==> src/rtl/uep_pkg.sv <==
// Shared constants and types for the endpoint status and count register block
package uep_pkg;
  // Register indices; byte address on AXI is index times four
  localparam logic [7:0] IDX_PORT2 = 8'h02;
  localparam logic [7:0] IDX_ADDR = 8'h10;
  localparam logic [7:0] IDX_CNT0 = 8'h11;
  localparam logic [7:0] IDX_MODE0 = 8'h12;
  localparam logic [7:0] IDX_CNT1 = 8'h13;
  localparam logic [7:0] IDX_MODE1 = 8'h14;
  localparam logic [7:0] IDX_IEN = 8'h1E;
  localparam logic [7:0] IDX_USBCTL = 8'h1F;
  // Field positions and masks
  localparam int ADDR_EN_BIT = 7;
  localparam int CNT_TOG_BIT = 7;
  localparam int CNT_VALID_BIT = 6;
  localparam int MODE_STALL_BIT = 7;
  localparam int MODE_SETUP_BIT = 7;
  localparam int MODE_IN_BIT = 6;
  localparam int MODE_OUT_BIT = 5;
  localparam int MODE_ACKED_BIT = 4;
  localparam int CTL_PULLUP_SUPPLY_PIN_BIT = 6;
  localparam int P2_PIN_BIT = 0;
  localparam logic [7:0] CNT_WMASK = 8'hCF;
  localparam logic [7:0] MODE1_WMASK = 8'h9F;
  localparam logic [7:0] MODE_LOW_MASK = 8'h0F;
  localparam logic [7:0] REG_RESET = 8'h00;
  localparam logic [3:0] CNT_CRC_BYTES = 4'h2;
  localparam logic [3:0] CNT_MAX_IN = 4'h8;
  // Mode encodings used by the handshake decode and the acked fallback
  localparam logic [3:0] MODE_DISABLE = 4'h0;
  localparam logic [3:0] MODE_NAK_IN_OUT = 4'h1;
  localparam logic [3:0] MODE_ACK_OUT_NAK_IN = 4'hB;
  localparam logic [3:0] MODE_ACK_IN = 4'hD;
  // AXI4-Lite
  localparam int AXI_ADDR_W = 12;
  localparam int AXI_IDX_LSB = 2;
  localparam logic [1:0] AXI_OKAY = 2'h0;
  localparam logic [1:0] AXI_SLVERR = 2'h2;

  typedef enum logic [1:0] {
    UEP_PID_SETUP = 2'h0,
    UEP_PID_OUT = 2'h1,
    UEP_PID_IN = 2'h2
  } uep_pid_t;

  typedef enum logic [1:0] {
    UEP_HS_NONE = 2'h0,
    UEP_HS_ACK = 2'h1,
    UEP_HS_NAK = 2'h2,
    UEP_HS_STALL = 2'h3
  } uep_hs_t;

  function automatic logic uep_mapped(input logic [7:0] idx);
    uep_mapped = (idx == IDX_PORT2) || (idx == IDX_ADDR) || (idx == IDX_CNT0) || (idx == IDX_MODE0) ||
      (idx == IDX_CNT1) || (idx == IDX_MODE1) || (idx == IDX_IEN) || (idx == IDX_USBCTL);
  endfunction
endpackage

==> src/rtl/uep_link_if.sv <==
// Register access link between controller and endpoint register logic
`timescale 1ns/1ps
interface uep_link_if;
  logic req;
  logic wr;
  logic [7:0] idx;
  logic [7:0] wdata;
  logic [7:0] rdata;
  logic ack;
  modport dev (input req, input wr, input idx, input wdata, output rdata, output ack);
  modport ctl (output req, output wr, output idx, output wdata, input rdata, input ack);
endinterface

==> src/rtl/uep_device.sv <==
// Endpoint status, count, address and regulator control register logic
`timescale 1ns/1ps
// Functional notes
// - Stall bit stalls ACK-OUT/ACK-IN tokens
// - Firmware keeps stall zero elsewhere
// - Firmware writes zeros to bits six, five
// - ACK-ended transaction sets acked flag
// - Data endpoint modes work like control
// - One count register per endpoint
// - Firmware picks IN data toggle
// - OUT/SETUP load toggle from PID
// - Data-valid cleared on receive errors
// - Endpoint interrupt fires on invalid data
// - Firmware loads IN count 0 to 8
// - Received count is bytes plus two
// - Control count locked until CPU read
// - Regulator off after reset until enabled
// - Suspend disables regulator, optional pull-up
// - Address enable also switches regulator on
// - Pin level readable when regulator off
// - Address register cleared by both resets
// - ACK-OUT mode falls back after OUT
module uep_device (
  // Clock and reset
  input wire logic aclk,
  input wire logic aresetn,
  // Register link
  uep_link_if.dev link,
  // Token decode from the serial interface engine
  input wire logic tok_valid,
  input wire logic tok_ep,
  input wire uep_pkg::uep_pid_t tok_pid,
  output uep_pkg::uep_hs_t tok_hs,
  output logic tx_toggle,
  output logic [3:0] tx_bytes,
  // Transaction completion from the serial interface engine
  input wire logic tr_valid,
  input wire logic tr_ep,
  input wire uep_pkg::uep_pid_t tr_pid,
  input wire logic tr_ack,
  input wire logic tr_toggle,
  input wire logic tr_err,
  input wire logic [3:0] tr_bytes,
  input wire logic usb_bus_reset,
  output logic [1:0] ep_irq,
  // Device state
  output logic addr_enable,
  output logic [6:0] usb_addr,
  input wire logic suspend,
  // Regulator pin
  input wire logic pullup_supply_pin_i,
  output logic pullup_supply_pin_o,
  output logic pullup_supply_pin_oe,
  output logic pullup_supply_pin_pu
);
  import uep_pkg::*;

  typedef struct packed {
    logic [7:0] addr;
    logic [7:0] cnt0;
    logic [7:0] mode0;
    logic [7:0] cnt1;
    logic [7:0] mode1;
    logic [1:0] ien;
    logic pullup_supply_pin_en;
    logic lock0;
    logic [2:0] sync;
    logic pin;
    logic [7:0] rdata;
    logic ack;
    logic [1:0] irq;
  } uep_dev_state_t;

  uep_dev_state_t s;
  uep_dev_state_t next_s;
  logic reg_on;
  logic [7:0] rd;
  logic [7:0] c;
  logic [7:0] m;
  logic [7:0] mm;

  assign reg_on = (s.pullup_supply_pin_en | s.addr[ADDR_EN_BIT]) & ~suspend;

  always_comb begin
    pullup_supply_pin_oe = reg_on;
    pullup_supply_pin_o = 1'b1;
    pullup_supply_pin_pu = suspend & s.pullup_supply_pin_en;
  end

  assign addr_enable = s.addr[ADDR_EN_BIT];
  assign usb_addr = s.addr[6:0];
  assign link.rdata = s.rdata;
  assign link.ack = s.ack;
  assign ep_irq = s.irq;
  assign tx_toggle = tok_ep ? s.cnt1[CNT_TOG_BIT] : s.cnt0[CNT_TOG_BIT];
  assign tx_bytes = tok_ep ? s.cnt1[3:0] : s.cnt0[3:0];

  // Handshake decode for the token under way
  always_comb begin
    mm = tok_ep ? s.mode1 : s.mode0;
    tok_hs = UEP_HS_NONE;
    if (tok_valid && mm[3:0] != MODE_DISABLE) begin
      unique case (tok_pid)
        UEP_PID_SETUP: begin
          tok_hs = tok_ep ? UEP_HS_NAK : UEP_HS_ACK;
        end
        UEP_PID_OUT: begin
          tok_hs = UEP_HS_NAK;
          if (mm[3:0] == MODE_ACK_OUT_NAK_IN) begin
            tok_hs = (tok_ep && mm[MODE_STALL_BIT]) ? UEP_HS_STALL : UEP_HS_ACK;
          end
        end
        UEP_PID_IN: begin
          tok_hs = UEP_HS_NAK;
          if (mm[3:0] == MODE_ACK_IN) begin
            tok_hs = (tok_ep && mm[MODE_STALL_BIT]) ? UEP_HS_STALL : UEP_HS_ACK;
          end
        end
        default: begin
          tok_hs = UEP_HS_NONE;
        end
      endcase
    end
  end

  // Read mux
  always_comb begin
    rd = REG_RESET;
    unique case (link.idx)
      IDX_ADDR: rd = s.addr;
      IDX_CNT0: rd = s.cnt0;
      IDX_MODE0: rd = s.mode0;
      IDX_CNT1: rd = s.cnt1;
      IDX_MODE1: rd = s.mode1;
      IDX_IEN: rd = {6'h0, s.ien};
      IDX_USBCTL: rd = REG_RESET | ({7'h0, s.pullup_supply_pin_en} << CTL_PULLUP_SUPPLY_PIN_BIT);
      IDX_PORT2: rd = {7'h0, s.pin & ~reg_on} << P2_PIN_BIT;
      default: rd = REG_RESET;
    endcase
  end

  always_comb begin
    next_s = s;
    c = REG_RESET;
    m = REG_RESET;
    next_s.ack = link.req;
    next_s.irq = 2'h0;
    // Pin level follows once the last two stages agree
    next_s.sync = {s.sync[1:0], pullup_supply_pin_i};
    if (s.sync[1] == s.sync[2]) begin
      next_s.pin = s.sync[2];
    end
    if (link.req && !link.wr) begin
      next_s.rdata = rd;
      if (link.idx == IDX_CNT0) begin
        next_s.lock0 = 1'b0;
      end
    end
    if (link.req && link.wr) begin
      unique case (link.idx)
        IDX_ADDR: next_s.addr = link.wdata;
        IDX_CNT0: begin
          if (!s.lock0) begin
            next_s.cnt0 = link.wdata & CNT_WMASK;
          end
        end
        IDX_MODE0: next_s.mode0 = link.wdata & MODE_LOW_MASK;
        IDX_CNT1: next_s.cnt1 = link.wdata & CNT_WMASK;
        IDX_MODE1: next_s.mode1 = link.wdata & MODE1_WMASK;
        IDX_IEN: next_s.ien = link.wdata[1:0];
        IDX_USBCTL: next_s.pullup_supply_pin_en = link.wdata[CTL_PULLUP_SUPPLY_PIN_BIT];
        default: next_s.ien = s.ien;
      endcase
    end
    // Engine updates come after CPU writes so a same-cycle set wins
    if (tr_valid) begin
      c = tr_ep ? next_s.cnt1 : next_s.cnt0;
      m = tr_ep ? next_s.mode1 : next_s.mode0;
      if (tr_ack) begin
        m[MODE_ACKED_BIT] = 1'b1;
      end
      if (!tr_ep) begin
        m[MODE_SETUP_BIT] = m[MODE_SETUP_BIT] | (tr_pid == UEP_PID_SETUP);
        m[MODE_IN_BIT] = m[MODE_IN_BIT] | (tr_pid == UEP_PID_IN);
        m[MODE_OUT_BIT] = m[MODE_OUT_BIT] | (tr_pid == UEP_PID_OUT);
      end
      if (tr_ack && ((m[3:0] == MODE_ACK_OUT_NAK_IN && tr_pid == UEP_PID_OUT) ||
          (m[3:0] == MODE_ACK_IN && tr_pid == UEP_PID_IN))) begin
        m[3:0] = MODE_NAK_IN_OUT;
      end
      if (tr_pid != UEP_PID_IN) begin
        c[CNT_TOG_BIT] = tr_toggle;
        c[CNT_VALID_BIT] = ~tr_err;
        c[3:0] = tr_bytes + CNT_CRC_BYTES;
        if (!tr_ep) begin
          next_s.lock0 = 1'b1;
        end
      end
      next_s.irq[tr_ep] = next_s.ien[tr_ep];
      if (tr_ep) begin
        next_s.cnt1 = c;
        next_s.mode1 = m;
      end else begin
        next_s.cnt0 = c;
        next_s.mode0 = m;
      end
    end
    if (usb_bus_reset) begin
      next_s.addr = REG_RESET;
    end
  end

  always_ff @(posedge aclk) begin
    if (!aresetn) begin
      s <= '0;
    end else begin
      s <= next_s;
    end
  end
endmodule

==> src/flat_wrapper.sv <==
// flat-port wrapper written by rule: the top's interface ports become plain ports
module uep_device_flat import uep_pkg::*;
  (aclk, aresetn, tok_valid, tok_ep, tok_pid, tok_hs, tx_toggle, tx_bytes, tr_valid, tr_ep, tr_pid, tr_ack, tr_toggle, tr_err, tr_bytes, usb_bus_reset, ep_irq, addr_enable, usb_addr, suspend, pullup_supply_pin_i, pullup_supply_pin_o, pullup_supply_pin_oe, pullup_supply_pin_pu, link_req, link_wr, link_idx, link_wdata, link_rdata, link_ack);
  uep_link_if link_i ();
  input wire logic aclk;
  input wire logic aresetn;
  input wire logic tok_valid;
  input wire logic tok_ep;
  input wire uep_pkg::uep_pid_t tok_pid;
  output uep_pkg::uep_hs_t tok_hs;
  output logic tx_toggle;
  output logic [3:0] tx_bytes;
  input wire logic tr_valid;
  input wire logic tr_ep;
  input wire uep_pkg::uep_pid_t tr_pid;
  input wire logic tr_ack;
  input wire logic tr_toggle;
  input wire logic tr_err;
  input wire logic [3:0] tr_bytes;
  input wire logic usb_bus_reset;
  output logic [1:0] ep_irq;
  output logic addr_enable;
  output logic [6:0] usb_addr;
  input wire logic suspend;
  input wire logic pullup_supply_pin_i;
  output logic pullup_supply_pin_o;
  output logic pullup_supply_pin_oe;
  output logic pullup_supply_pin_pu;
  input wire logic [$bits(link_i.req)-1:0] link_req;
  input wire logic [$bits(link_i.wr)-1:0] link_wr;
  input wire logic [$bits(link_i.idx)-1:0] link_idx;
  input wire logic [$bits(link_i.wdata)-1:0] link_wdata;
  output wire logic [$bits(link_i.rdata)-1:0] link_rdata;
  output wire logic [$bits(link_i.ack)-1:0] link_ack;
  assign link_i.req = link_req;
  assign link_i.wr = link_wr;
  assign link_i.idx = link_idx;
  assign link_i.wdata = link_wdata;
  assign link_rdata = link_i.rdata;
  assign link_ack = link_i.ack;
  uep_device u_core (.aclk(aclk), .aresetn(aresetn), .link(link_i), .tok_valid(tok_valid), .tok_ep(tok_ep), .tok_pid(tok_pid), .tok_hs(tok_hs), .tx_toggle(tx_toggle), .tx_bytes(tx_bytes), .tr_valid(tr_valid), .tr_ep(tr_ep), .tr_pid(tr_pid), .tr_ack(tr_ack), .tr_toggle(tr_toggle), .tr_err(tr_err), .tr_bytes(tr_bytes), .usb_bus_reset(usb_bus_reset), .ep_irq(ep_irq), .addr_enable(addr_enable), .usb_addr(usb_addr), .suspend(suspend), .pullup_supply_pin_i(pullup_supply_pin_i), .pullup_supply_pin_o(pullup_supply_pin_o), .pullup_supply_pin_oe(pullup_supply_pin_oe), .pullup_supply_pin_pu(pullup_supply_pin_pu));
endmodule
==> config.mk <==
export PLATFORM = sky130hd
export DESIGN_NAME = uep_device_flat
export DESIGN_NICKNAME = d
export VERILOG_FILES = /design/src/rtl/uep_pkg.sv /design/src/rtl/uep_link_if.sv /design/src/rtl/uep_device.sv /design/src/flat_wrapper.sv
export SDC_FILE = /design/constraint.sdc
export NUM_CORES = 1
export LEC_CHECK = 0
export ABC_AREA = 1
export ABC_CLOCK_PERIOD_IN_PS = 1400
export BUFFER_PORTS_ARGS = -buffer_cell sky130_fd_sc_hd__buf_2
export CAP_MARGIN = 0
export CORE_MARGIN = 3
export CORE_UTILIZATION = 50
export CTS_CLUSTER_SIZE = 40
export DETAILED_ROUTE_END_ITERATION = 12
export GPL_TIMING_DRIVEN = 0
export PLACE_DENSITY = 0.76
export SLEW_MARGIN = 0
export SYNTH_ARGS = -nofsm -noshare
export SYNTH_HDL_FRONTEND = slang
export SYNTH_SLANG_ARGS = --single-unit
==> constraint.sdc <==
create_clock -name aclk -period 1.4 [get_ports aclk]
set_clock_uncertainty 0.1 [all_clocks]
set_input_delay 0.28 -clock aclk [delete_from_list [all_inputs] [get_ports aclk]]
set_output_delay 0.28 -clock aclk [all_outputs]
set_load 0.01 [all_outputs]
After elaboration in Yosys (flattened, before gate mapping) --
Cells that the tools add are included. W data, S select, Z words.
Storage, ports and cells: register bits 59, input bits 38, logic and storage cells 100
Operators by class: add/sub/neg operators 1, magnitude comparators 2, equality and inequality tests 18, bitwise operators 12, muxes and demuxes 37, reduce and logical (&&, ||, !) cells 17
Operators with widths (number):
- $mux W8 | 8
- $pmux W8 S8 | 1
- $eq A8 B5 Y1 const B | 7
- $mux W35 | 1
- $mux W16 | 2
- $mux W32 | 1
- $eq A4 B4 Y1 const B | 4
- $mux W2 | 7
- $mux W4 | 3
- $mux W1 | 11
- $eq A8 B2 Y1 const B | 1
- $logic_and A1 B1 Y1 | 8
- $pmux W2 S3 | 1
- $reduce_and A2 Y1 | 3
- $add A4 B2 Y4 const B | 1
- $eq A2 B1 Y1 const B | 2
- $eq A2 B2 Y1 const B | 2
- $logic_not A2 Y1 | 2
- $not A1 Y1 | 4
- $or A1 B1 Y1 | 4
- $reduce_bool A4 Y1 | 1
- $and A1 B1 Y1 | 3
- $mux W3 | 1
- $and A2 B2 Y2 | 1
- other kinds (8) | 8

Logic depth before layout (Yosys ltp) --
Gate-level depths: netlist of run 1.
depth in word-level cells 11, gate-level depth with buffers 13, depth with buffers taken out 13

Least setup slack after synthesis of run 1 --
No wires, ideal clock.
path kind input port to output port, start point in tok_ep, end point out tok_hs[0], path buffers 1, arrival time 1.149 ns, stages 7, slack -0.129 ns, data required time 1.020 ns, cell sequence buf_2 -> o21ai_0 -> nor2_1 -> nand2_1 -> nor3_1 -> o31ai_1 -> inv_1
On the way: longest elaborated chain between the ends 5, elaborated cells on any way between the ends 10
RTL lines:
- start, declared | RTL line flat_wrapper.sv:8 | input wire logic tok_ep;
- $mux W8 | RTL line uep_device.sv:100 | mm = tok_ep ? s.mode1 : s.mode0;
- $eq A4 B4 Y1 (on tied branches) | RTL line uep_device.sv:115, uep_device.sv:109
- $mux W2 (on tied branches) | RTL line uep_device.sv:115, uep_device.sv:109
- $pmux W2 S3 | RTL line uep_device.sv:103 | unique case (tok_pid)
- $mux W2 (*) | RTL line uep_device.sv:102 | if (tok_valid && mm[3:0] != MODE_DISABLE) begin
- end, declared | RTL line flat_wrapper.sv:10 | output uep_pkg::uep_hs_t tok_hs;
Mark *: on every way between the ends. The rest lies on a longest branch, timed or not.

Worst setup path in the final report of run 1 --
start point reg u_core.s[37] (netlist name), end point out tok_hs[1]
On the way: longest elaborated chain between the ends 5, elaborated cells on any way between the ends 9
RTL lines:
- start, declared | RTL line uep_device.sv:74 | uep_dev_state_t s;
- start signal, assigned | RTL line uep_device.sv:217 | s <= next_s;
- $mux W8 (*) | RTL line uep_device.sv:100
- $eq A4 B4 Y1 (on tied branches) | RTL line uep_device.sv:115, uep_device.sv:109
- $mux W2 (on tied branches) | RTL line uep_device.sv:115, uep_device.sv:109
- $pmux W2 S3 | RTL line uep_device.sv:103
- $mux W2 (*) | RTL line uep_device.sv:102
Marks and branches as above.

==> report_table.html, run 1 <==
<table>
<tr><th>Metric</th><th>Value</th></tr>
<tr><th colspan="2">Power</th></tr>
<tr><td>Net Sw Power</td><td>1220 uW</td></tr>
<tr><td>Worst vdd ir</td><td>~600 uV</td></tr>
<tr><td>Part of the power in registers</td><td>0.398</td></tr>
<tr><td>Switching Share</td><td>0.276</td></tr>
<tr><td>Clock power share</td><td>0.436</td></tr>
<tr><td>Portion of total power attributed to combinational logic</td><td>0.166</td></tr>
<tr><td>Cell internal power dissipation</td><td>3190 uW</td></tr>
<tr><td>Total Power</td><td>4400 uW</td></tr>
<tr><td>Leakage component of the power</td><td>~0.0026 uW</td></tr>
<tr><td>Pwr dens</td><td>around 850 nW/um^2</td></tr>
<tr><th colspan="2">Global route</th></tr>
<tr><td>Total Routing Usage GR</td><td>0.276</td></tr>
<tr><td>Initial antenna violation count</td><td>0</td></tr>
<tr><td>Vias in the first global route</td><td>roughly 3700</td></tr>
<tr><td>Maximum number of pins on one net before global-route repair</td><td>11</td></tr>
<tr><td>Global-route wire length before repair</td><td>between 15000 and 20000 um</td></tr>
<tr><td>Total congestion overflow after global routing</td><td>0</td></tr>
<tr><th colspan="2">CTS</th></tr>
<tr><td>Clock-pin slew of the registers on the worst-case setup and hold paths</td><td>0.07 ns</td></tr>
<tr><td>TritonCTS clock tree</td><td>done</td></tr>
<tr><td>Clock Tree Root</td><td>clkbuf_8</td></tr>
<tr><td>Number of buffers inserted by hold repair at cts</td><td>0</td></tr>
<tr><td>Clock Sink Count</td><td>59</td></tr>
<tr><td>Maximum buffer depth of the clock tree</td><td>2</td></tr>
<tr><td>Clk_lat worst skew</td><td>around 0.35 ns</td></tr>
<tr><td>H-Tree Level Count</td><td>3</td></tr>
<tr><td>TritonCTS Buffers</td><td>9</td></tr>
<tr><th colspan="2">Yosys</th></tr>
<tr><td>Post-Synthesis Mean Instance Area</td><td>between 6 and 7 sq um</td></tr>
<tr><td>Post-Syn Nets</td><td>just over 600</td></tr>
<tr><td>Number of storage elements in the synthesis netlist</td><td>roughly 60</td></tr>
<tr><td>Number of warning messages in the yosys log</td><td>0</td></tr>
<tr><td>Async set-reset flop share out of synthesis</td><td>0</td></tr>
<tr><td>Seq/Total Area, Yosys</td><td>0.331</td></tr>
<tr><td>Count of cell types in the netlist</td><td>34</td></tr>
<tr><td>Predominant post-synthesis flop cell</td><td>dfxtp_1</td></tr>
<tr><td>Post-synthesis instance area</td><td>3570 sq um</td></tr>
<tr><td>Post-synth EDFFs</td><td>0</td></tr>
<tr><td>Syn Inst Count</td><td>between 500 and 600</td></tr>
<tr><th colspan="2">Timing</th></tr>
<tr><td>Slew HR</td><td>0.573</td></tr>
<tr><td>RSZ-0062 raised after global routing</td><td>yes</td></tr>
<tr><td>Hold slack final</td><td>about 0.025 ns</td></tr>
<tr><td>Period Utilization, post-route</td><td>1.37</td></tr>
<tr><td>Final hold violations</td><td>0</td></tr>
<tr><td>Measured slew at the worst slew-check pin</td><td>approximately 0.64 ns</td></tr>
<tr><td>Fmax</td><td>0.523 GHz</td></tr>
<tr><td>Time the worst path needs with I/O delays and setup</td><td>1.91 ns</td></tr>
<tr><td>Max-slew violation total from the final report</td><td>0</td></tr>
<tr><td>Smallest setup slack after layout</td><td>-0.513 ns</td></tr>
<tr><td>Setup violators final</td><td>17</td></tr>
<tr><th colspan="2">Hold path</th></tr>
<tr><td>Hold Path Origin</td><td>pullup_supply_pin_i</td></tr>
<tr><td>Path type of the worst min-delay path</td><td>in2reg</td></tr>
<tr><th colspan="2">Critical path</th></tr>
<tr><td>CP startpoint kind</td><td>register</td></tr>
<tr><td>R2R Path Start</td><td>u_core.s[15]</td></tr>
<tr><td>Nature of the critical path endpoint</td><td>output port</td></tr>
<tr><td>Biggest fanout along the worst timing path</td><td>3</td></tr>
<tr><td>Critical Path Source</td><td>u_core.s[37]</td></tr>
<tr><td>Arr. time, crit path</td><td>1.53 ns</td></tr>
<tr><td>Critical setup path kind</td><td>reg2out</td></tr>
<tr><td>Worst path required time</td><td>just over 1 ns</td></tr>
<tr><th colspan="2">Drt</th></tr>
<tr><td>Post-DRT Antenna Nets</td><td>0</td></tr>
<tr><td>First drt pass iteration count</td><td>8</td></tr>
<tr><td>DRT Wirelength</td><td>around 13000 um</td></tr>
<tr><td>Number of vias in the routed layout</td><td>around 4500</td></tr>
<tr><td>Remaining DRCs</td><td>0</td></tr>
<tr><td>Routed length per instance</td><td>around 17 um</td></tr>
<tr><td>Post-detailed-route via-to-cell ratio</td><td>5.64</td></tr>
<tr><td>Count of routing violations after the opening detailed-route iteration</td><td>between 500 and 600</td></tr>
<tr><th colspan="2">Floorplanning</th></tr>
<tr><td>Starting density of the core</td><td>0.519</td></tr>
<tr><td>Die Width</td><td>between 90 and 100 um</td></tr>
<tr><td>Core area</td><td>slightly below 7000 sq um</td></tr>
<tr><td>Die area</td><td>8190 sq um</td></tr>
<tr><td>Die Ht</td><td>90.5 um</td></tr>
<tr><td>Number of I/O pins</td><td>67</td></tr>
<tr><td>Row cnt</td><td>30</td></tr>
<tr><th colspan="2">Final layout</th></tr>
<tr><td>Share of post-route cells with drive strength above 1</td><td>0.437</td></tr>
<tr><td>Final standard cell area without fillers</td><td>~5200 sq um</td></tr>
<tr><td>Final layout net count</td><td>~730</td></tr>
<tr><td>Number of inserted filler cells in the final layout</td><td>roughly 500</td></tr>
<tr><td>Most frequent cells in the layout</td><td>nand2_1, inv_1, buf_2, buf_4, dfxtp_1</td></tr>
<tr><td>Leading cell type in the layout, fill and taps excluded</td><td>nand2_1</td></tr>
<tr><td>Area added between synthesis and finish</td><td>46.0%</td></tr>
<tr><td>Ant diodes</td><td>0</td></tr>
<tr><th colspan="2">Flow run</th></tr>
<tr><td>Total of max-cap violations</td><td>0</td></tr>
<tr><th colspan="2">Status</th></tr>
<tr><td>Violations in the final reports</td><td>setup timing</td></tr>
<tr><td>Run status</td><td>finished with violations</td></tr>
<tr><th colspan="2">Placement</th></tr>
<tr><td># port buffers</td><td>between 60 and 70</td></tr>
<tr><td>Detail Placement HPWL</td><td>about 8300 um</td></tr>
<tr><td>Placement Cell Area</td><td>between 4000 and 5000 sq um</td></tr>
<tr><td>Last weighted congestion value of the routability-driven placer</td><td>around 0.96</td></tr>
</table>
## final cells by class
| type | instances | area (sq um) | area share |
|---|---|---|---|
| multi-input combinational | 394 | 2320 | 0.445 |
| sequential | 59 | 1200 | 0.231 |
| timing repair buffer | 103 | 689 | 0.132 |
| inverter | 90 | 370 | 0.0711 |
| buffer | 33 | 264 | 0.0507 |
| clock buffer | 13 | 179 | 0.0343 |
| tap | 96 | 120 | 0.0230 |
| clock inverter | 3 | 67.6 | 0.0130 |
## cell families after synthesis
kind of cell | count (synthesis) | synth area share
flops | 59 | 0.331
fa+ha+maj | 1 | 0.00351
other cells | 1 | 0.00105
buf+inv | 123 | 0.157
simple gates | 303 | 0.377
compound gates | 86 | 0.131
## power by group through the flow
stage | Sequential (uW) | Combinational [uW] | Clock (uW)
4_1_cts | 1750 | 574 | 1910
3_3_place_gp | 1780 | 501 | 0
3_5_place_dp | 1780 | 510 | 0
2_1_floorplan | 1780 | 328 | 0
5_1_grt | 1760 | 788 | 1980
6_report | 1750 | 731 | 1920
## metrics by stage
step / setup WS, ns / TNS, ns / utilization / cells
2_1_floorplan: -0.0742 / -0.177 / - / 573
3_3_place_gp: -0.552 / -16.11 / 0.599 / 733
3_5_place_dp: -0.578 / -16.78 / 0.599 / 733
4_1_cts: -0.530 / -1.04 / 0.670 / 768
5_1_grt: -0.619 / -3.43 / 0.759 / 791
6_report: -0.513 / -1.69 / 0.759 / 791
## synthesized netlist by cell type, drive strengths merged, types with 5 or more instances
master  instances  share of area
dfxtp          59           0.33
nor2           50          0.063
clkbuf          6         0.0063
buf            27          0.056
a31oi           6          0.011
o21ai          45          0.066
a21oi          27          0.038
nor3           10          0.014
nand2         166           0.18
inv            88          0.093
nand3          66          0.099
nand4           5         0.0088
## final timing paths
kind,end,slack [ns],cells past startpoint
worst max-delay path,tok_hs[1],-0.51,8
worst max register to register,u_core.s[33],-0.05,10
worst min-delay path,u_core.next_s[13],0.02,3
worst min register to register,u_core.next_s[14],0.32,2
## flip-flops by register name, summed over array words and instances (netlist names)
signal and count:
u_core.s 38, u_core.link.ack 1, u_core.usb_addr 7, u_core.link.rdata 8, u_core.next_s 2, u_core.addr_enable 1, u_core.ep_irq 2
## metal layers
layer	global-route usage	up-vias	share of wire
li1	-	2047	-
met1	0.344	1990	0.37
met2	0.458	325	0.47
met3	0.0542	97	0.10
met4	0.124	0	0.066
met5	0	-	0
## worst max-delay path, stage by stage, from the launching register on
cell,delay [ns]
dfxtp_2,0.34
inv_2,0.06
o21ai_4,0.18
nand3_1,0.11
o211ai_1,0.18
nand3_1,0.09
nand2_1,0.09
inv_2,0.04
buf_6,0.11
## what timing repair did
item / CTS / global route
setup buffers: 18 / 19
pin swaps: 19 / 64
gates cloned: 1 / 4
setup endpoints to repair: 31 / 46
gates resized for setup: 48 / 141
(Power assumes the default switching activity.)
==> inputs of run 2 (changes only) <==
Settings changed: PLACE_DENSITY 0.76 to 0.75, SKIP_CTS_REPAIR_TIMING set to 1.
==> run 2 against run 1 <==
  * The flow still finishes with violations (setup timing)
  * Global-route usage increased by 0.78 points
  * Cell count unchanged
  * Fmax decreased by 2.9%
  * Flip-flop and latch count unchanged
  * Design area increased by 1.8%
  * Clock power decreased by 6%
  * Sequential power about the same
  * First-iteration DRC count decreased by 30%
  * Die area unchanged
  * Largest cell class unchanged
  * Largest power group unchanged
==> report_table.html, run 2 (same netlist as run 1, synthesis figures left out) <==
<table>
<tr><th>Metric</th><th>Value</th></tr>
<tr><th colspan="2">Status</th></tr>
<tr><td>Run status</td><td>finished with violations</td></tr>
<tr><td>Violations in the final reports</td><td>setup timing</td></tr>
<tr><th colspan="2">CTS</th></tr>
<tr><td>Clock Sink Count</td><td>59 (unchanged)</td></tr>
<tr><td>H-Tree Level Count</td><td>3 (unchanged)</td></tr>
<tr><td>Maximum buffer depth of the clock tree</td><td>2 (unchanged)</td></tr>
<tr><td>TritonCTS Buffers</td><td>9 (unchanged)</td></tr>
<tr><td>Clock Tree Root</td><td>clkbuf_8</td></tr>
<tr><td>Clk_lat worst skew</td><td>0.34 ns (about the same)</td></tr>
<tr><td>TritonCTS clock tree</td><td>done</td></tr>
<tr><td>Clock-pin slew of the registers on the worst-case setup and hold paths</td><td>0.08 ns (about the same)</td></tr>
<tr><th colspan="2">Critical path</th></tr>
<tr><td>Critical path, cell by cell</td><td>inv_2 &gt; nand2_2 &gt; o21ai_4 &gt; nor2_2 &gt; nand2_1 &gt; o211ai_1 &gt; nand3_1 &gt; nand2_1 &gt; inv_2 &gt; buf_6</td></tr>
<tr><td>CP Capture Point</td><td>tok_hs[1]</td></tr>
<tr><td>R2R Path Start</td><td>u_core.s[15]</td></tr>
<tr><td>WP buf/inv</td><td>3 (unchanged)</td></tr>
<tr><td>Worst path required time</td><td>1.02 ns (about the same)</td></tr>
<tr><td>Arr. time, crit path</td><td>1.59 ns (+0.06 ns)</td></tr>
<tr><td>Critical setup path kind</td><td>reg2out</td></tr>
<tr><td>Biggest fanout along the worst timing path</td><td>3 (unchanged)</td></tr>
<tr><td>Register-to-Register Setup Slack</td><td>-0.06 ns (about the same)</td></tr>
<tr><td>Max incr delay on CP</td><td>0.32 ns (-0.02 ns)</td></tr>
<tr><td>Count of cells along the worst register-to-register path</td><td>10 (unchanged)</td></tr>
<tr><td>Cell at the slowest stage of the critical path</td><td>dfxtp_2</td></tr>
<tr><td>CP startpoint kind</td><td>register</td></tr>
<tr><td>Number of stages on the worst setup path</td><td>10 (+2)</td></tr>
<tr><td>Critical path's top delay family</td><td>simple AND/OR/NAND/NOR gates</td></tr>
<tr><td>Capture instance of the worst register-to-register path</td><td>u_core.s[33]</td></tr>
<tr><td>Critical Path Source</td><td>u_core.s[19]</td></tr>
<tr><td>Nature of the critical path endpoint</td><td>output port</td></tr>
<tr><th colspan="2">Placement</th></tr>
<tr><td>Detail Placement HPWL</td><td>8710 um (+4.8%)</td></tr>
<tr><td>Placement Cell Area</td><td>4110 sq um (unchanged)</td></tr>
<tr><td>Worst slack, placed</td><td>-0.592 ns (-0.0146 ns)</td></tr>
<tr><td># port buffers</td><td>64 (unchanged)</td></tr>
<tr><td>Last weighted congestion value of the routability-driven placer</td><td>0.967 (+0.32%)</td></tr>
<tr><th colspan="2">Power</th></tr>
<tr><td>Total Power</td><td>4310 uW (-2.1%)</td></tr>
<tr><td>Leakage component of the power</td><td>0.00260 uW (+0.52%)</td></tr>
<tr><td>Pwr dens</td><td>813 nW/um^2 (-3.8%)</td></tr>
<tr><td>Worst vdd ir</td><td>510 uV (-14%)</td></tr>
<tr><th colspan="2">Floorplanning</th></tr>
<tr><td>Number of I/O pins</td><td>67 (unchanged)</td></tr>
<tr><td>Die Width</td><td>90.5 um (unchanged)</td></tr>
<tr><td>Die Ht</td><td>90.5 um (unchanged)</td></tr>
<tr><td>Starting density of the core</td><td>0.519 (unchanged)</td></tr>
<tr><td>Row cnt</td><td>30 (unchanged)</td></tr>
<tr><td>Core area</td><td>6870 sq um (unchanged)</td></tr>
<tr><td>Die area</td><td>8190 sq um (unchanged)</td></tr>
<tr><th colspan="2">Final layout</th></tr>
<tr><td>Number of flip-flops in the largest register</td><td>38 (unchanged)</td></tr>
<tr><td>Leading cell type in the layout, fill and taps excluded</td><td>nand2_1</td></tr>
<tr><td>Area added between synthesis and finish</td><td>48.7%</td></tr>
<tr><td>Register with the highest flop count</td><td>u_core.s</td></tr>
<tr><td>Final layout net count</td><td>729 (unchanged)</td></tr>
<tr><td>Final standard cell area without fillers</td><td>5310 sq um (+1.8%)</td></tr>
<tr><td>Ant diodes</td><td>0 (unchanged)</td></tr>
<tr><td>Share of post-route cells with drive strength above 1</td><td>0.422 (-0.0158)</td></tr>
<tr><td>Most frequent cells in the layout</td><td>nand2_1, inv_1, buf_2, buf_4, dfxtp_1</td></tr>
<tr><th colspan="2">Timing</th></tr>
<tr><td>Final hold violations</td><td>0 (unchanged)</td></tr>
<tr><td>Setup violators final</td><td>13 (-4)</td></tr>
<tr><td>Measured slew at the worst slew-check pin</td><td>0.565 ns (-0.0752 ns)</td></tr>
<tr><td>Slew HR</td><td>0.623 (+0.0501)</td></tr>
<tr><td>RSZ-0062 raised after global routing</td><td>yes</td></tr>
<tr><td>Smallest setup slack after layout</td><td>-0.570 ns (-0.0576 ns)</td></tr>
<tr><td>Fmax</td><td>0.508 GHz (-2.9%)</td></tr>
<tr><td>Time the worst path needs with I/O delays and setup</td><td>1.97 ns (+0.0576 ns)</td></tr>
<tr><td>Setup TNS</td><td>-1.46 ns (+0.229 ns)</td></tr>
<tr><td>Max-slew violation total from the final report</td><td>0 (unchanged)</td></tr>
<tr><td>Period Utilization, post-route</td><td>1.41 (+0.0411)</td></tr>
<tr><th colspan="2">Hold path</th></tr>
<tr><td>Path type of the worst min-delay path</td><td>in2reg</td></tr>
<tr><td>Cell depth of the worst min-delay path</td><td>3 (unchanged)</td></tr>
<tr><th colspan="2">Drt</th></tr>
<tr><td>Remaining DRCs</td><td>0 (unchanged)</td></tr>
<tr><td>DRT Wirelength</td><td>13200 um (+0.66%)</td></tr>
<tr><td>First drt pass iteration count</td><td>5 (-3)</td></tr>
<tr><td>Count of routing violations after the opening detailed-route iteration</td><td>403 (-30%)</td></tr>
<tr><td>Post-detailed-route via-to-cell ratio</td><td>5.54 (-1.7%)</td></tr>
<tr><td>Post-DRT Antenna Nets</td><td>0 (unchanged)</td></tr>
<tr><td>Number of vias in the routed layout</td><td>4382 (-1.7%)</td></tr>
<tr><td>Routed length per instance</td><td>16.7 um (+0.66%)</td></tr>
<tr><th colspan="2">Flow run</th></tr>
<tr><td>Total of max-cap violations</td><td>0 (unchanged)</td></tr>
<tr><th colspan="2">Global route</th></tr>
<tr><td>Total Routing Usage GR</td><td>0.284 (+0.00782)</td></tr>
<tr><td>Global-route wire length before repair</td><td>18400 um (+2.7%)</td></tr>
<tr><td>Total congestion overflow after global routing</td><td>0 (unchanged)</td></tr>
<tr><td>Vias in the first global route</td><td>3732 (-0.19%)</td></tr>
<tr><td>Initial antenna violation count</td><td>0 (unchanged)</td></tr>
<tr><td>Maximum number of pins on one net before global-route repair</td><td>12 (+1)</td></tr>
</table>
==> run 2: cell count changes in the layout (fill, tap and decap cells not counted), sizes merged <==
cell / change
buf: +6
clkbuf: -6
clkinv: +4
inv: -4
clkinvlp: +3
nand2: -1
nand3: -1
nor2: -1
==> run 2: cell type report <==
cell class / count / area, sq um
multi-input cells: 391 / 2310
well taps: 96 / 120
clock inverters: 6 / 88.8
plain buffers: 33 / 263
fillers: 531 / 1560
clock buffers: 10 / 138
flip-flops and latches: 59 / 1210
inverters: 90 / 403
repair buffers: 106 / 772
==> run 2: how the worst min path moves through the flow <==
stage                        start                 to
2_1_floorplan             link_req    u_core.link.ack
3_3_place_gp     u_core.next_s[13]  u_core.next_s[14]
3_5_place_dp     u_core.next_s[13]  u_core.next_s[14]
4_1_cts        pullup_supply_pin_i  u_core.next_s[13]
5_1_grt        pullup_supply_pin_i  u_core.next_s[13]
6_report       pullup_supply_pin_i  u_core.next_s[13]
==> run 2: metrics by stage <==
step / hold WS [ns] / utilization / std cells
5_1_grt: 0.0212 / 0.772 / 791
6_report: 0.0137 / 0.772 / 791
4_1_cts: 0.00500 / 0.632 / 749
2_1_floorplan: 0.273 / - / 573
3_5_place_dp: 0.304 / 0.599 / 733
3_3_place_gp: 0.293 / 0.599 / 733
==> run 2: metal layers <==
layer,vias to the layer above,routed length [um],global-route usage
li1,2056,-,-
met1,2021,4970,0.356
met2,259,6480,0.463
met3,46,1270,0.0592
met4,0,486,0.134
met5,-,0,0
==> run 2: power breakdown <==
group | total, uW | switching [uW] | internal [uW]
sequential | 1750 | 36.9 | 1710
combinational | 756 | 463 | 293
clock | 1800 | 754 | 1050
total | 4310 | 1250 | 3060
==> run 2: tightest hold or removal path, cell delays in order <==
cell and delay (ns):
buf_2 0.07, nand2_1 0.04, inv_1 0.04
